## config.mk

```make
export PLATFORM = sky130hd
export DESIGN_NAME = sfp_ctrl
export DESIGN_NICKNAME = d
export VERILOG_FILES = /design/src/verilog/sfp_pkg.sv /design/src/verilog/sfp_ctrl.sv
export VERILOG_INCLUDE_DIRS = /design/src /design/src/verilog
export SDC_FILE = /design/constraint.sdc
export NUM_CORES = 2
export LEC_CHECK = 0
export CAP_MARGIN = 20
export CORE_MARGIN = 8
export CORE_UTILIZATION = 60
export CTS_BUF_LIST = sky130_fd_sc_hd__clkbuf_16
export DETAILED_ROUTE_END_ITERATION = 8
export DONT_BUFFER_PORTS = 1
export GPL_TIMING_DRIVEN = 0
export PLACE_DENSITY_LB_ADDON = 0.1
export SLEW_MARGIN = 10
export SYNTH_ARGS = -nofsm -noshare
export SYNTH_HDL_FRONTEND = slang
export SYNTH_SLANG_ARGS = --single-unit
```

## constraint.sdc

```tcl
create_clock -name clk_sys_in -period 43.2 [get_ports clk_sys_in]
set_input_delay 8.64 -clock clk_sys_in [delete_from_list [all_inputs] [get_ports clk_sys_in]]
set_output_delay 8.64 -clock clk_sys_in [all_outputs]
set_load 0.02 [all_outputs]
```

## src/verilog/sfp_map.svh

```systemverilog
`ifndef SFP_MAP_SVH
`define SFP_MAP_SVH
// register byte offsets
`define SFP_OFS_CTRL     8'h00
`define SFP_OFS_IDENT    8'h04
`define SFP_OFS_POT0     8'h08
`define SFP_OFS_BAR0     8'h18
`define SFP_OFS_KP       8'h28
`define SFP_OFS_KI       8'h2C
`define SFP_OFS_KD       8'h30
`define SFP_OFS_ILIM     8'h34
`define SFP_OFS_JOG_STEP 8'h38
`define SFP_OFS_JOG_VEL  8'h3C
`define SFP_OFS_POS_TOP  8'h40
`define SFP_OFS_POS_BOT  8'h44
`define SFP_OFS_BAR_REQ  8'h48
`define SFP_OFS_STATUS   8'h4C
// control register fields
`define SFP_CTRL_ABS      0
`define SFP_CTRL_LIM_EN   1
`define SFP_CTRL_IDENT_EN 2
`define SFP_CTRL_MOVE_EN  3
`define SFP_CTRL_FSENSE   4
`define SFP_CTRL_RSENSE   6
`define SFP_CTRL_RST      8'h0E
// pot pair fields: threshold low, velocity high
`define SFP_POT_VEL_LSB   16
// bar request fields
`define SFP_BAR_DIR       2
// timing
`define SFP_CLK_KHZ       25000
`define SFP_HOME_HOLD_MS  2000
`define SFP_FLASH_MS      250
`define SFP_IDENT_TOGGLES 4'h6
`endif

```

## src/verilog/sfp_pkg.sv

```systemverilog
package sfp_pkg;
   // kind of move handed to the profile generator
   typedef enum logic [1:0] {
      SFP_MV_JOG  = 2'h0,
      SFP_MV_ABS  = 2'h1,
      SFP_MV_HOME = 2'h2,
      SFP_MV_BAR  = 2'h3
   } sfp_move_t;
   // limit switch contact sense
   typedef enum logic [1:0] {
      SFP_LS_ABSENT = 2'h0,
      SFP_LS_MAKES  = 2'h1,
      SFP_LS_BREAKS = 2'h2,
      SFP_LS_IGNORE = 2'h3
   } sfp_sense_t;
   // whole state of the control block
   typedef struct packed {
      logic [7:0]        ctrl;
      logic [3:0][6:0]   pot_thr;
      logic [3:0][15:0]  pot_vel;
      logic [3:0][15:0]  bar_vel;
      logic [14:0]       kp;
      logic [14:0]       ki;
      logic [14:0]       kd;
      logic [14:0]       ilim;
      logic [31:0]       jog_step;
      logic [15:0]       jog_vel;
      logic [31:0]       pos_top;
      logic [31:0]       pos_bot;
      logic [31:0]       rdata;
      logic signed [15:0] integ;
      logic signed [15:0] err_prev;
      logic signed [34:0] servo;
      logic [15:0]       slider_vel;
      logic              slider_dir;
      logic [2:0]        slider_step;
      logic              mv_req;
      sfp_move_t         mv_kind;
      logic              mv_dir;
      logic [31:0]       mv_pos;
      logic [15:0]       mv_vel;
      logic [1:0]        btn_prev;
      logic [25:0]       hold_cnt;
      logic              home_done;
      logic [22:0]       blink_cnt;
      logic              blink;
      logic [3:0]        ident_cnt;
      logic              act_led;
      logic              pwr_led;
      logic              lim_f;
      logic              lim_r;
   } sfp_state_t;
endpackage

```

## src/verilog/sfp_ctrl.sv

```systemverilog
// Operation
// - four pairs each hold a deflection threshold 0..127 and a velocity.
// - velocity of the highest-numbered pair whose threshold is reached is commanded, no interpolation.
// - slider at centre gives zero velocity.
// - the same pairs serve both deflection directions.
// - output includes proportional gain 0..32767 times position error.
// - output includes integral gain 0..32767 times accumulated error.
// - output includes derivative gain 0..32767 times error change.
// - accumulated error is clamped to a limit 0..32767.
// - with limit option on, activity indicator flashes at either limit.
// - with identify option on, power indicator flashes on identify request.
// - with motion option on, activity indicator lit while motor moves, except while it flashes at a limit.
// - each indicator option has its own enable.
// - relative-jog mode: a press jogs by stored step in button direction.
// - absolute-preset mode: each button moves to its stored position.
// - stored presets are used only in absolute-preset mode.
// - both buttons held 2 s start a home move in any mode.
// - four bar velocities; a bar request applies the selected one.
// - each limit input is read by its configured contact sense.
// - a limit configured absent is disregarded.
`include "sfp_map.svh"
`timescale 1ns/1ns
`default_nettype none
module sfp_ctrl
   import sfp_pkg::*;
#(
   parameter int HOME_HOLD_CYC = `SFP_HOME_HOLD_MS * `SFP_CLK_KHZ,
   parameter int FLASH_CYC     = `SFP_FLASH_MS * `SFP_CLK_KHZ
) (
   // clock and reset
   input  wire logic               clk_sys_in,
   input  wire logic               rst_in,
   // register port
   input  wire logic [7:0]         addr_in,
   input  wire logic [31:0]        wdata_in,
   input  wire logic               wr_in,
   input  wire logic               rd_in,
   output var  logic [31:0]        rdata_out,
   // front panel
   input  wire logic signed [7:0]  slider_defl_in,
   input  wire logic               btn_top_in,
   input  wire logic               btn_bot_in,
   // motor side
   input  wire logic               lim_fwd_in,
   input  wire logic               lim_rev_in,
   input  wire logic               moving_in,
   input  wire logic               loop_tick_in,
   input  wire logic signed [15:0] pos_err_in,
   // slider velocity command
   output var  logic [15:0]        slider_vel_out,
   output var  logic               slider_dir_out,
   output var  logic [2:0]         slider_step_out,
   // move request
   output var  logic               mv_req_out,
   output var  logic [1:0]         mv_kind_out,
   output var  logic               mv_dir_out,
   output var  logic [31:0]        mv_pos_out,
   output var  logic [15:0]        mv_vel_out,
   // servo loop drive
   output var  logic signed [34:0] servo_out,
   // indicators and limit states
   output var  logic               act_led_out,
   output var  logic               pwr_led_out,
   output var  logic               lim_fwd_act_out,
   output var  logic               lim_rev_act_out
);

   sfp_state_t st_r;
   sfp_state_t st_nxt;

   // limit input read through its contact sense
   function automatic logic lim_active(input logic [1:0] sense, input logic pin);
      lim_active = 1'b0;
      if (sense == SFP_LS_MAKES) begin
         lim_active = pin;
      end else if (sense == SFP_LS_BREAKS) begin
         lim_active = ~pin;
      end
   endfunction

   // gain times signed operand
   function automatic logic signed [32:0] gain_mul(input logic [14:0] g, input logic signed [16:0] v);
      gain_mul = $signed({1'b0, g}) * v;
   endfunction

   logic [6:0]         mag;
   logic signed [16:0] err_sum;
   logic signed [16:0] ilim_s;
   logic signed [15:0] integ_new;
   logic [1:0]         btn;
   logic [1:0]         press;
   logic               blink_tick;
   logic [1:0]         bar_idx;

   // next-state logic
   always_comb begin
      st_nxt     = st_r;
      st_nxt.rdata  = 32'h0;
      st_nxt.mv_req = 1'b0;
      btn        = {btn_top_in, btn_bot_in};
      press      = btn & ~st_r.btn_prev;
      bar_idx    = wdata_in[1:0];
      // register writes
      if (wr_in) begin
         unique case (addr_in)
            `SFP_OFS_CTRL:     st_nxt.ctrl = wdata_in[7:0];
            `SFP_OFS_KP:       st_nxt.kp = wdata_in[14:0];
            `SFP_OFS_KI:       st_nxt.ki = wdata_in[14:0];
            `SFP_OFS_KD:       st_nxt.kd = wdata_in[14:0];
            `SFP_OFS_ILIM:     st_nxt.ilim = wdata_in[14:0];
            `SFP_OFS_JOG_STEP: st_nxt.jog_step = wdata_in;
            `SFP_OFS_JOG_VEL:  st_nxt.jog_vel = wdata_in[15:0];
            `SFP_OFS_POS_TOP:  st_nxt.pos_top = wdata_in;
            `SFP_OFS_POS_BOT:  st_nxt.pos_bot = wdata_in;
            default: begin
               for (int i = 0; i < 4; i++) begin
                  if (addr_in == `SFP_OFS_POT0 + 8'(4 * i)) begin
                     st_nxt.pot_thr[i] = wdata_in[6:0];
                     st_nxt.pot_vel[i] = wdata_in[`SFP_POT_VEL_LSB +: 16];
                  end
                  if (addr_in == `SFP_OFS_BAR0 + 8'(4 * i)) begin
                     st_nxt.bar_vel[i] = wdata_in[15:0];
                  end
               end
            end
         endcase
      end
      // register reads, data valid the following cycle only
      if (rd_in) begin
         unique case (addr_in)
            `SFP_OFS_CTRL:     st_nxt.rdata = {24'h0, st_r.ctrl};
            `SFP_OFS_KP:       st_nxt.rdata = {17'h0, st_r.kp};
            `SFP_OFS_KI:       st_nxt.rdata = {17'h0, st_r.ki};
            `SFP_OFS_KD:       st_nxt.rdata = {17'h0, st_r.kd};
            `SFP_OFS_ILIM:     st_nxt.rdata = {17'h0, st_r.ilim};
            `SFP_OFS_JOG_STEP: st_nxt.rdata = st_r.jog_step;
            `SFP_OFS_JOG_VEL:  st_nxt.rdata = {16'h0, st_r.jog_vel};
            `SFP_OFS_POS_TOP:  st_nxt.rdata = st_r.pos_top;
            `SFP_OFS_POS_BOT:  st_nxt.rdata = st_r.pos_bot;
            `SFP_OFS_STATUS:   st_nxt.rdata = {22'h0, st_r.slider_dir, st_r.slider_step, st_r.pwr_led,
                                               st_r.act_led, moving_in, st_r.home_done, st_r.lim_r, st_r.lim_f};
            default: begin
               for (int i = 0; i < 4; i++) begin
                  if (addr_in == `SFP_OFS_POT0 + 8'(4 * i)) begin
                     st_nxt.rdata = {st_r.pot_vel[i], 9'h0, st_r.pot_thr[i]};
                  end
                  if (addr_in == `SFP_OFS_BAR0 + 8'(4 * i)) begin
                     st_nxt.rdata = {16'h0, st_r.bar_vel[i]};
                  end
               end
            end
         endcase
      end
      // slider quantiser: sign gives direction, magnitude picks step
      mag = slider_defl_in[7] ? ((slider_defl_in == -8'sd128) ? 7'h7F : 7'((-slider_defl_in)))
                              : slider_defl_in[6:0];
      st_nxt.slider_dir  = ~slider_defl_in[7];
      st_nxt.slider_step = 3'h0;
      st_nxt.slider_vel  = 16'h0;
      if (mag != 7'h0) begin
         for (int i = 0; i < 4; i++) begin
            if (mag >= st_r.pot_thr[i]) begin
               st_nxt.slider_step = 3'(i + 1);
               st_nxt.slider_vel  = st_r.pot_vel[i];
            end
         end
      end
      // servo loop terms
      err_sum   = 17'(st_r.integ) + 17'(pos_err_in);
      ilim_s    = $signed({2'h0, st_r.ilim});
      integ_new = (err_sum > ilim_s) ? 16'(ilim_s) : (err_sum < -ilim_s) ? 16'(-ilim_s) : 16'(err_sum);
      if (loop_tick_in) begin
         st_nxt.integ    = integ_new;
         st_nxt.err_prev = pos_err_in;
         st_nxt.servo    = 35'(gain_mul(st_r.kp, 17'(pos_err_in)))
                         + 35'(gain_mul(st_r.ki, 17'(integ_new)))
                         + 35'(gain_mul(st_r.kd, 17'(pos_err_in) - 17'(st_r.err_prev)));
      end
      // buttons and drive bar requests
      st_nxt.btn_prev = btn;
      if (btn == 2'b11) begin
         if (!st_r.home_done) begin
            if (st_r.hold_cnt == 26'(HOME_HOLD_CYC - 1)) begin
               st_nxt.mv_req    = 1'b1;
               st_nxt.mv_kind   = SFP_MV_HOME;
               st_nxt.home_done = 1'b1;
               st_nxt.hold_cnt  = 26'h0;
            end else begin
               st_nxt.hold_cnt = st_r.hold_cnt + 26'h1;
            end
         end
      end else begin
         st_nxt.hold_cnt  = 26'h0;
         st_nxt.home_done = 1'b0;
         if (press != 2'b00 && btn != 2'b11) begin
            st_nxt.mv_req = 1'b1;
            st_nxt.mv_dir = press[1];
            if (st_r.ctrl[`SFP_CTRL_ABS]) begin
               st_nxt.mv_kind = SFP_MV_ABS;
               st_nxt.mv_pos  = press[1] ? st_r.pos_top : st_r.pos_bot;
               st_nxt.mv_vel  = st_r.jog_vel;
            end else begin
               st_nxt.mv_kind = SFP_MV_JOG;
               st_nxt.mv_pos  = st_r.jog_step;
               st_nxt.mv_vel  = st_r.jog_vel;
            end
         end else if (wr_in && addr_in == `SFP_OFS_BAR_REQ) begin
            st_nxt.mv_req  = 1'b1;
            st_nxt.mv_kind = SFP_MV_BAR;
            st_nxt.mv_dir  = wdata_in[`SFP_BAR_DIR];
            st_nxt.mv_vel  = st_r.bar_vel[bar_idx];
         end
      end
      // limits
      st_nxt.lim_f = lim_active(st_r.ctrl[`SFP_CTRL_FSENSE +: 2], lim_fwd_in);
      st_nxt.lim_r = lim_active(st_r.ctrl[`SFP_CTRL_RSENSE +: 2], lim_rev_in);
      // flash timebase
      blink_tick = (st_r.blink_cnt == 23'(FLASH_CYC - 1));
      st_nxt.blink_cnt = blink_tick ? 23'h0 : st_r.blink_cnt + 23'h1;
      if (blink_tick) begin
         st_nxt.blink = ~st_r.blink;
      end
      // activity indicator
      if (st_r.ctrl[`SFP_CTRL_LIM_EN] && (st_r.lim_f || st_r.lim_r)) begin
         st_nxt.act_led = st_r.blink;
      end else begin
         st_nxt.act_led = st_r.ctrl[`SFP_CTRL_MOVE_EN] & moving_in;
      end
      // power indicator, identify request wins over countdown
      if (wr_in && addr_in == `SFP_OFS_IDENT && wdata_in[0] && st_r.ctrl[`SFP_CTRL_IDENT_EN]) begin
         st_nxt.ident_cnt = `SFP_IDENT_TOGGLES;
      end else if (blink_tick && st_r.ident_cnt != 4'h0) begin
         st_nxt.ident_cnt = st_r.ident_cnt - 4'h1;
         st_nxt.pwr_led   = ~st_r.pwr_led;
      end else if (st_r.ident_cnt == 4'h0) begin
         st_nxt.pwr_led = 1'b1;
      end
   end

   // state register
   always_ff @(posedge clk_sys_in or posedge rst_in) begin
      if (rst_in) begin
         st_r         <= '0;
         st_r.ctrl    <= `SFP_CTRL_RST;
         st_r.pwr_led <= 1'b1;
      end else begin
         st_r <= st_nxt;
      end
   end

   // outputs straight from the state register
   assign rdata_out       = st_r.rdata;
   assign slider_vel_out  = st_r.slider_vel;
   assign slider_dir_out  = st_r.slider_dir;
   assign slider_step_out = st_r.slider_step;
   assign mv_req_out      = st_r.mv_req;
   assign mv_kind_out     = st_r.mv_kind;
   assign mv_dir_out      = st_r.mv_dir;
   assign mv_pos_out      = st_r.mv_pos;
   assign mv_vel_out      = st_r.mv_vel;
   assign servo_out       = st_r.servo;
   assign act_led_out     = st_r.act_led;
   assign pwr_led_out     = st_r.pwr_led;
   assign lim_fwd_act_out = st_r.lim_f;
   assign lim_rev_act_out = st_r.lim_r;
endmodule
`default_nettype wire

```

==> impl_metrics.toml <==
[final_layout]
fill_cells = 7683
multi_input_area_um2 = 36400
instances_no_fill = 7016
finish.net_count = 6895
fin_area_um2 = 60400
fin_util = 0.648
seq_area_um2 = 14200
drive_above_1_share = 0.121
syn2layout_area_growth_pct = 7.17

[critical_path]
r2r-start = "st_r[184]$_DFFE_PP0P_"
worst_setup_path_end_kind = "flop"
worst-r2r-cell-count = 44
slowest_delay_ns = 0.95
cpMostUsedCell = "fa_1"
crit_start = "pos_err_in[1]"
reg2reg_slack_ns = 29.10
crit_slowest_cell = "o21ai_1"
crit_end = "servo_out[33]$_DFFE_PP0P_"
critPathKind = "input port to flop"
crit_arrival_ns = 23.46
startpoint_type = "input port"
r2r_end = "servo_out[33]$_DFFE_PP0P_"
cp.required_ns = 43.76
critPathMaxFanout = 10

[sta]
setup_viol = 0
drv_slew = 0
tightest_slew_ns = 1.16
skew_ns = 0.0448
period_share = 0.530
slew_headroom = 0.229
min_period_ns = 22.90
finalHoldViolations = 0
final.setup.tns_ns = 0
clock.fmax_mhz = 43.7
rsz0062_at_grt = "no"

[hold_path]
hold_class = "flop to flop"

[detailed_routing]
vias = 41800
post-route-drc-count = 0
drt_iter0_drc = 4072
post_drt_wl_per_cell_um = 25.0
dr.pass1.iters = 8
vias_per_cell = 5.96
ant_nets = 0
wl_um = 176000

[grt]
grt_overflow = 0
grt_pass1_vias = 43000
antenna_found_initial = 11
grt_pass1_wl_um = 267000
grt_max_degree = 105
grt_usage = 0.342

[synth]
ys.warnings.count = 0
yosysSeqAreaShare = 0.252
ys_types = 82
avgSynthCellArea_um2 = 10.0
synth_top_area_cell = "fa_1"
synth_area_leaders = "fa_1, dfrtp_1, ha_1"
postSynthNetCount = 6811
synth_cells = 5617
synth_most_common_cell = "inv_1"
synth_edf_count = 0
synth_flop_cell = "dfrtp_1"
synth-seq-cells = 567
synth_top_area_share = 0.268
async_reset_ff_frac = 1.00
synthTopCellsByCount = "inv_1, fa_1, nand2_1, dfrtp_1, mux2_2"
synth.cell_area_um2 = 56400

[floorplanning]
ios = 217
die_w_um = 322
start_util = 0.605
row_count = 112
dieArea_um2 = 104000
die_h_um = 322
core-area_um2 = 93200

[status]
outcome = "completed"

[place]
io_buffers = 0
placed_area_um2 = 58100
dpl.hpwl_um = 140000
dpl.cell_count = 6878
gp_congestion = 0.970

[power]
max-vdd-ir-drop_mv = 0.105
p_per_area_nw_per_um2 = 57.0
power_mw = 3.44
leakagePower_nw = 30.3

[clock_tree]
numClockSinks = 567
numCtsBuffers = 71
cts_resized = 0
root_buffer = "clkbuf_16"
ctsHoldBuffers = 0
clockBufferDepth = 3
clk_latency_ns = 0.67
h-tree-depth = 3
cts_tree = "done"
cts_setup_buffers = 0
path_clk_slew_ns = 0.06

[run]
maxCapViolations = 0
metal layers:
metal / track usage / wire length, µm / vias up / share of wire
met5: 0 / 0 / - / 0
met4: 0.141 / 8330 / 0 / 0.047
met3: 0.0967 / 18900 / 422 / 0.11
met2: 0.507 / 76900 / 1997 / 0.44
met1: 0.474 / 71500 / 21400 / 0.41
li1: - / - / 18000 / -
kinds of logic (layout without fill, tap and decap cells):
| family | count (synthesis) | after routing | share of synthesized area |
|---|---|---|---|
| adder cells (fa/ha/maj) | 1121 | 1121 | 0.349 |
| other | 0 | 5 | 0 |
| flip-flops | 567 | 567 | 0.252 |
| multiplexers | 421 | 421 | 0.0867 |
| buffers and inverters | 1382 | 1522 | 0.102 |
| AO/OA/AOI/OAI | 653 | 653 | 0.0790 |
| AND/OR/NAND/NOR | 1370 | 1370 | 0.115 |
| XOR/XNOR | 103 | 103 | 0.0160 |
state kept, by name (all words and copies together), names as in the netlist:
register / cells
servo_out: 34
mv_req_out: 1
ilim_s: 15
st_r: 410
slider_vel_out: 16
slider_dir_out: 1
lim_rev_act_out: 1
act_led_out: 1
mv_pos_out: 32
lim_fwd_act_out: 1
mv_vel_out: 16
rdata_out: 32
mv_kind_out: 2
mv_dir_out: 1
pwr_led_out: 1
slider_step_out: 3
area by class of cell:
class / count / area share
diodes: 5 / 0.000207
plain buffers: 402 / 0.0343
clock buffers: 72 / 0.0298
clock inverters: 57 / 0.00692
inverters: 980 / 0.0610
multi-input cells: 3668 / 0.603
flip-flops and latches: 567 / 0.235
well taps: 1254 / 0.0260
repair buffers: 11 / 0.00356
power by group:
part | internal (mW) | total [mW] | switching (mW)
logic | 0.889 | 2.24 | 1.35
clock network | 0.329 | 0.584 | 0.254
registers | 0.585 | 0.623 | 0.0375
total | 1.80 | 3.44 | 1.64
how the worst min path moves through the flow:
| stage | start | end | cells past startpoint |
|---|---|---|---|
| 2_1_floorplan | st_r[58]$_DFFE_PP0P_ | st_r[58]$_DFFE_PP0P_ | 1 |
| 6_report | servo_out[28]$_DFFE_PP0P_ | servo_out[28]$_DFFE_PP0P_ | 1 |
| 5_1_grt | mv_pos_out[17]$_DFFE_PP0P_ | mv_pos_out[17]$_DFFE_PP0P_ | 2 |
| 3_5_place_dp | servo_out[28]$_DFFE_PP0P_ | servo_out[28]$_DFFE_PP0P_ | 1 |
| 3_3_place_gp | servo_out[28]$_DFFE_PP0P_ | servo_out[28]$_DFFE_PP0P_ | 1 |
| 4_1_cts | servo_out[28]$_DFFE_PP0P_ | servo_out[28]$_DFFE_PP0P_ | 1 |
cell usage in the layout, fill, tap and decap left out, types with 143 or more instances in the layout:
cell type / n
and2_1: 291
buf_4: 143
clkbuf_1: 225
dfrtp_1: 563
fa_1: 754
ha_1: 366
inv_1: 990
mux2_2: 376
nand2_1: 636
nor2_1: 165
o21ai_0: 185
per-stage QoR:
stage	setup WS [ns]	hold slack, ns
floorplan	18.71	0.445
global placement	11.78	0.467
detailed placement	19.84	0.473
CTS	20.47	0.484
global route	19.65	0.502
finish	20.30	0.479
critical path, delay by kind of cell:
kind                     cells  cell delay [ns]
buffers and inverters        8             2.28
XOR/XNOR                     1             0.30
AND/OR/NAND/NOR              8             2.03
adder cells (fa/ha/maj)     12             5.88
AO/OA/AOI/OAI               16             4.29
Note: power is estimated with default switching activity, not from simulation.
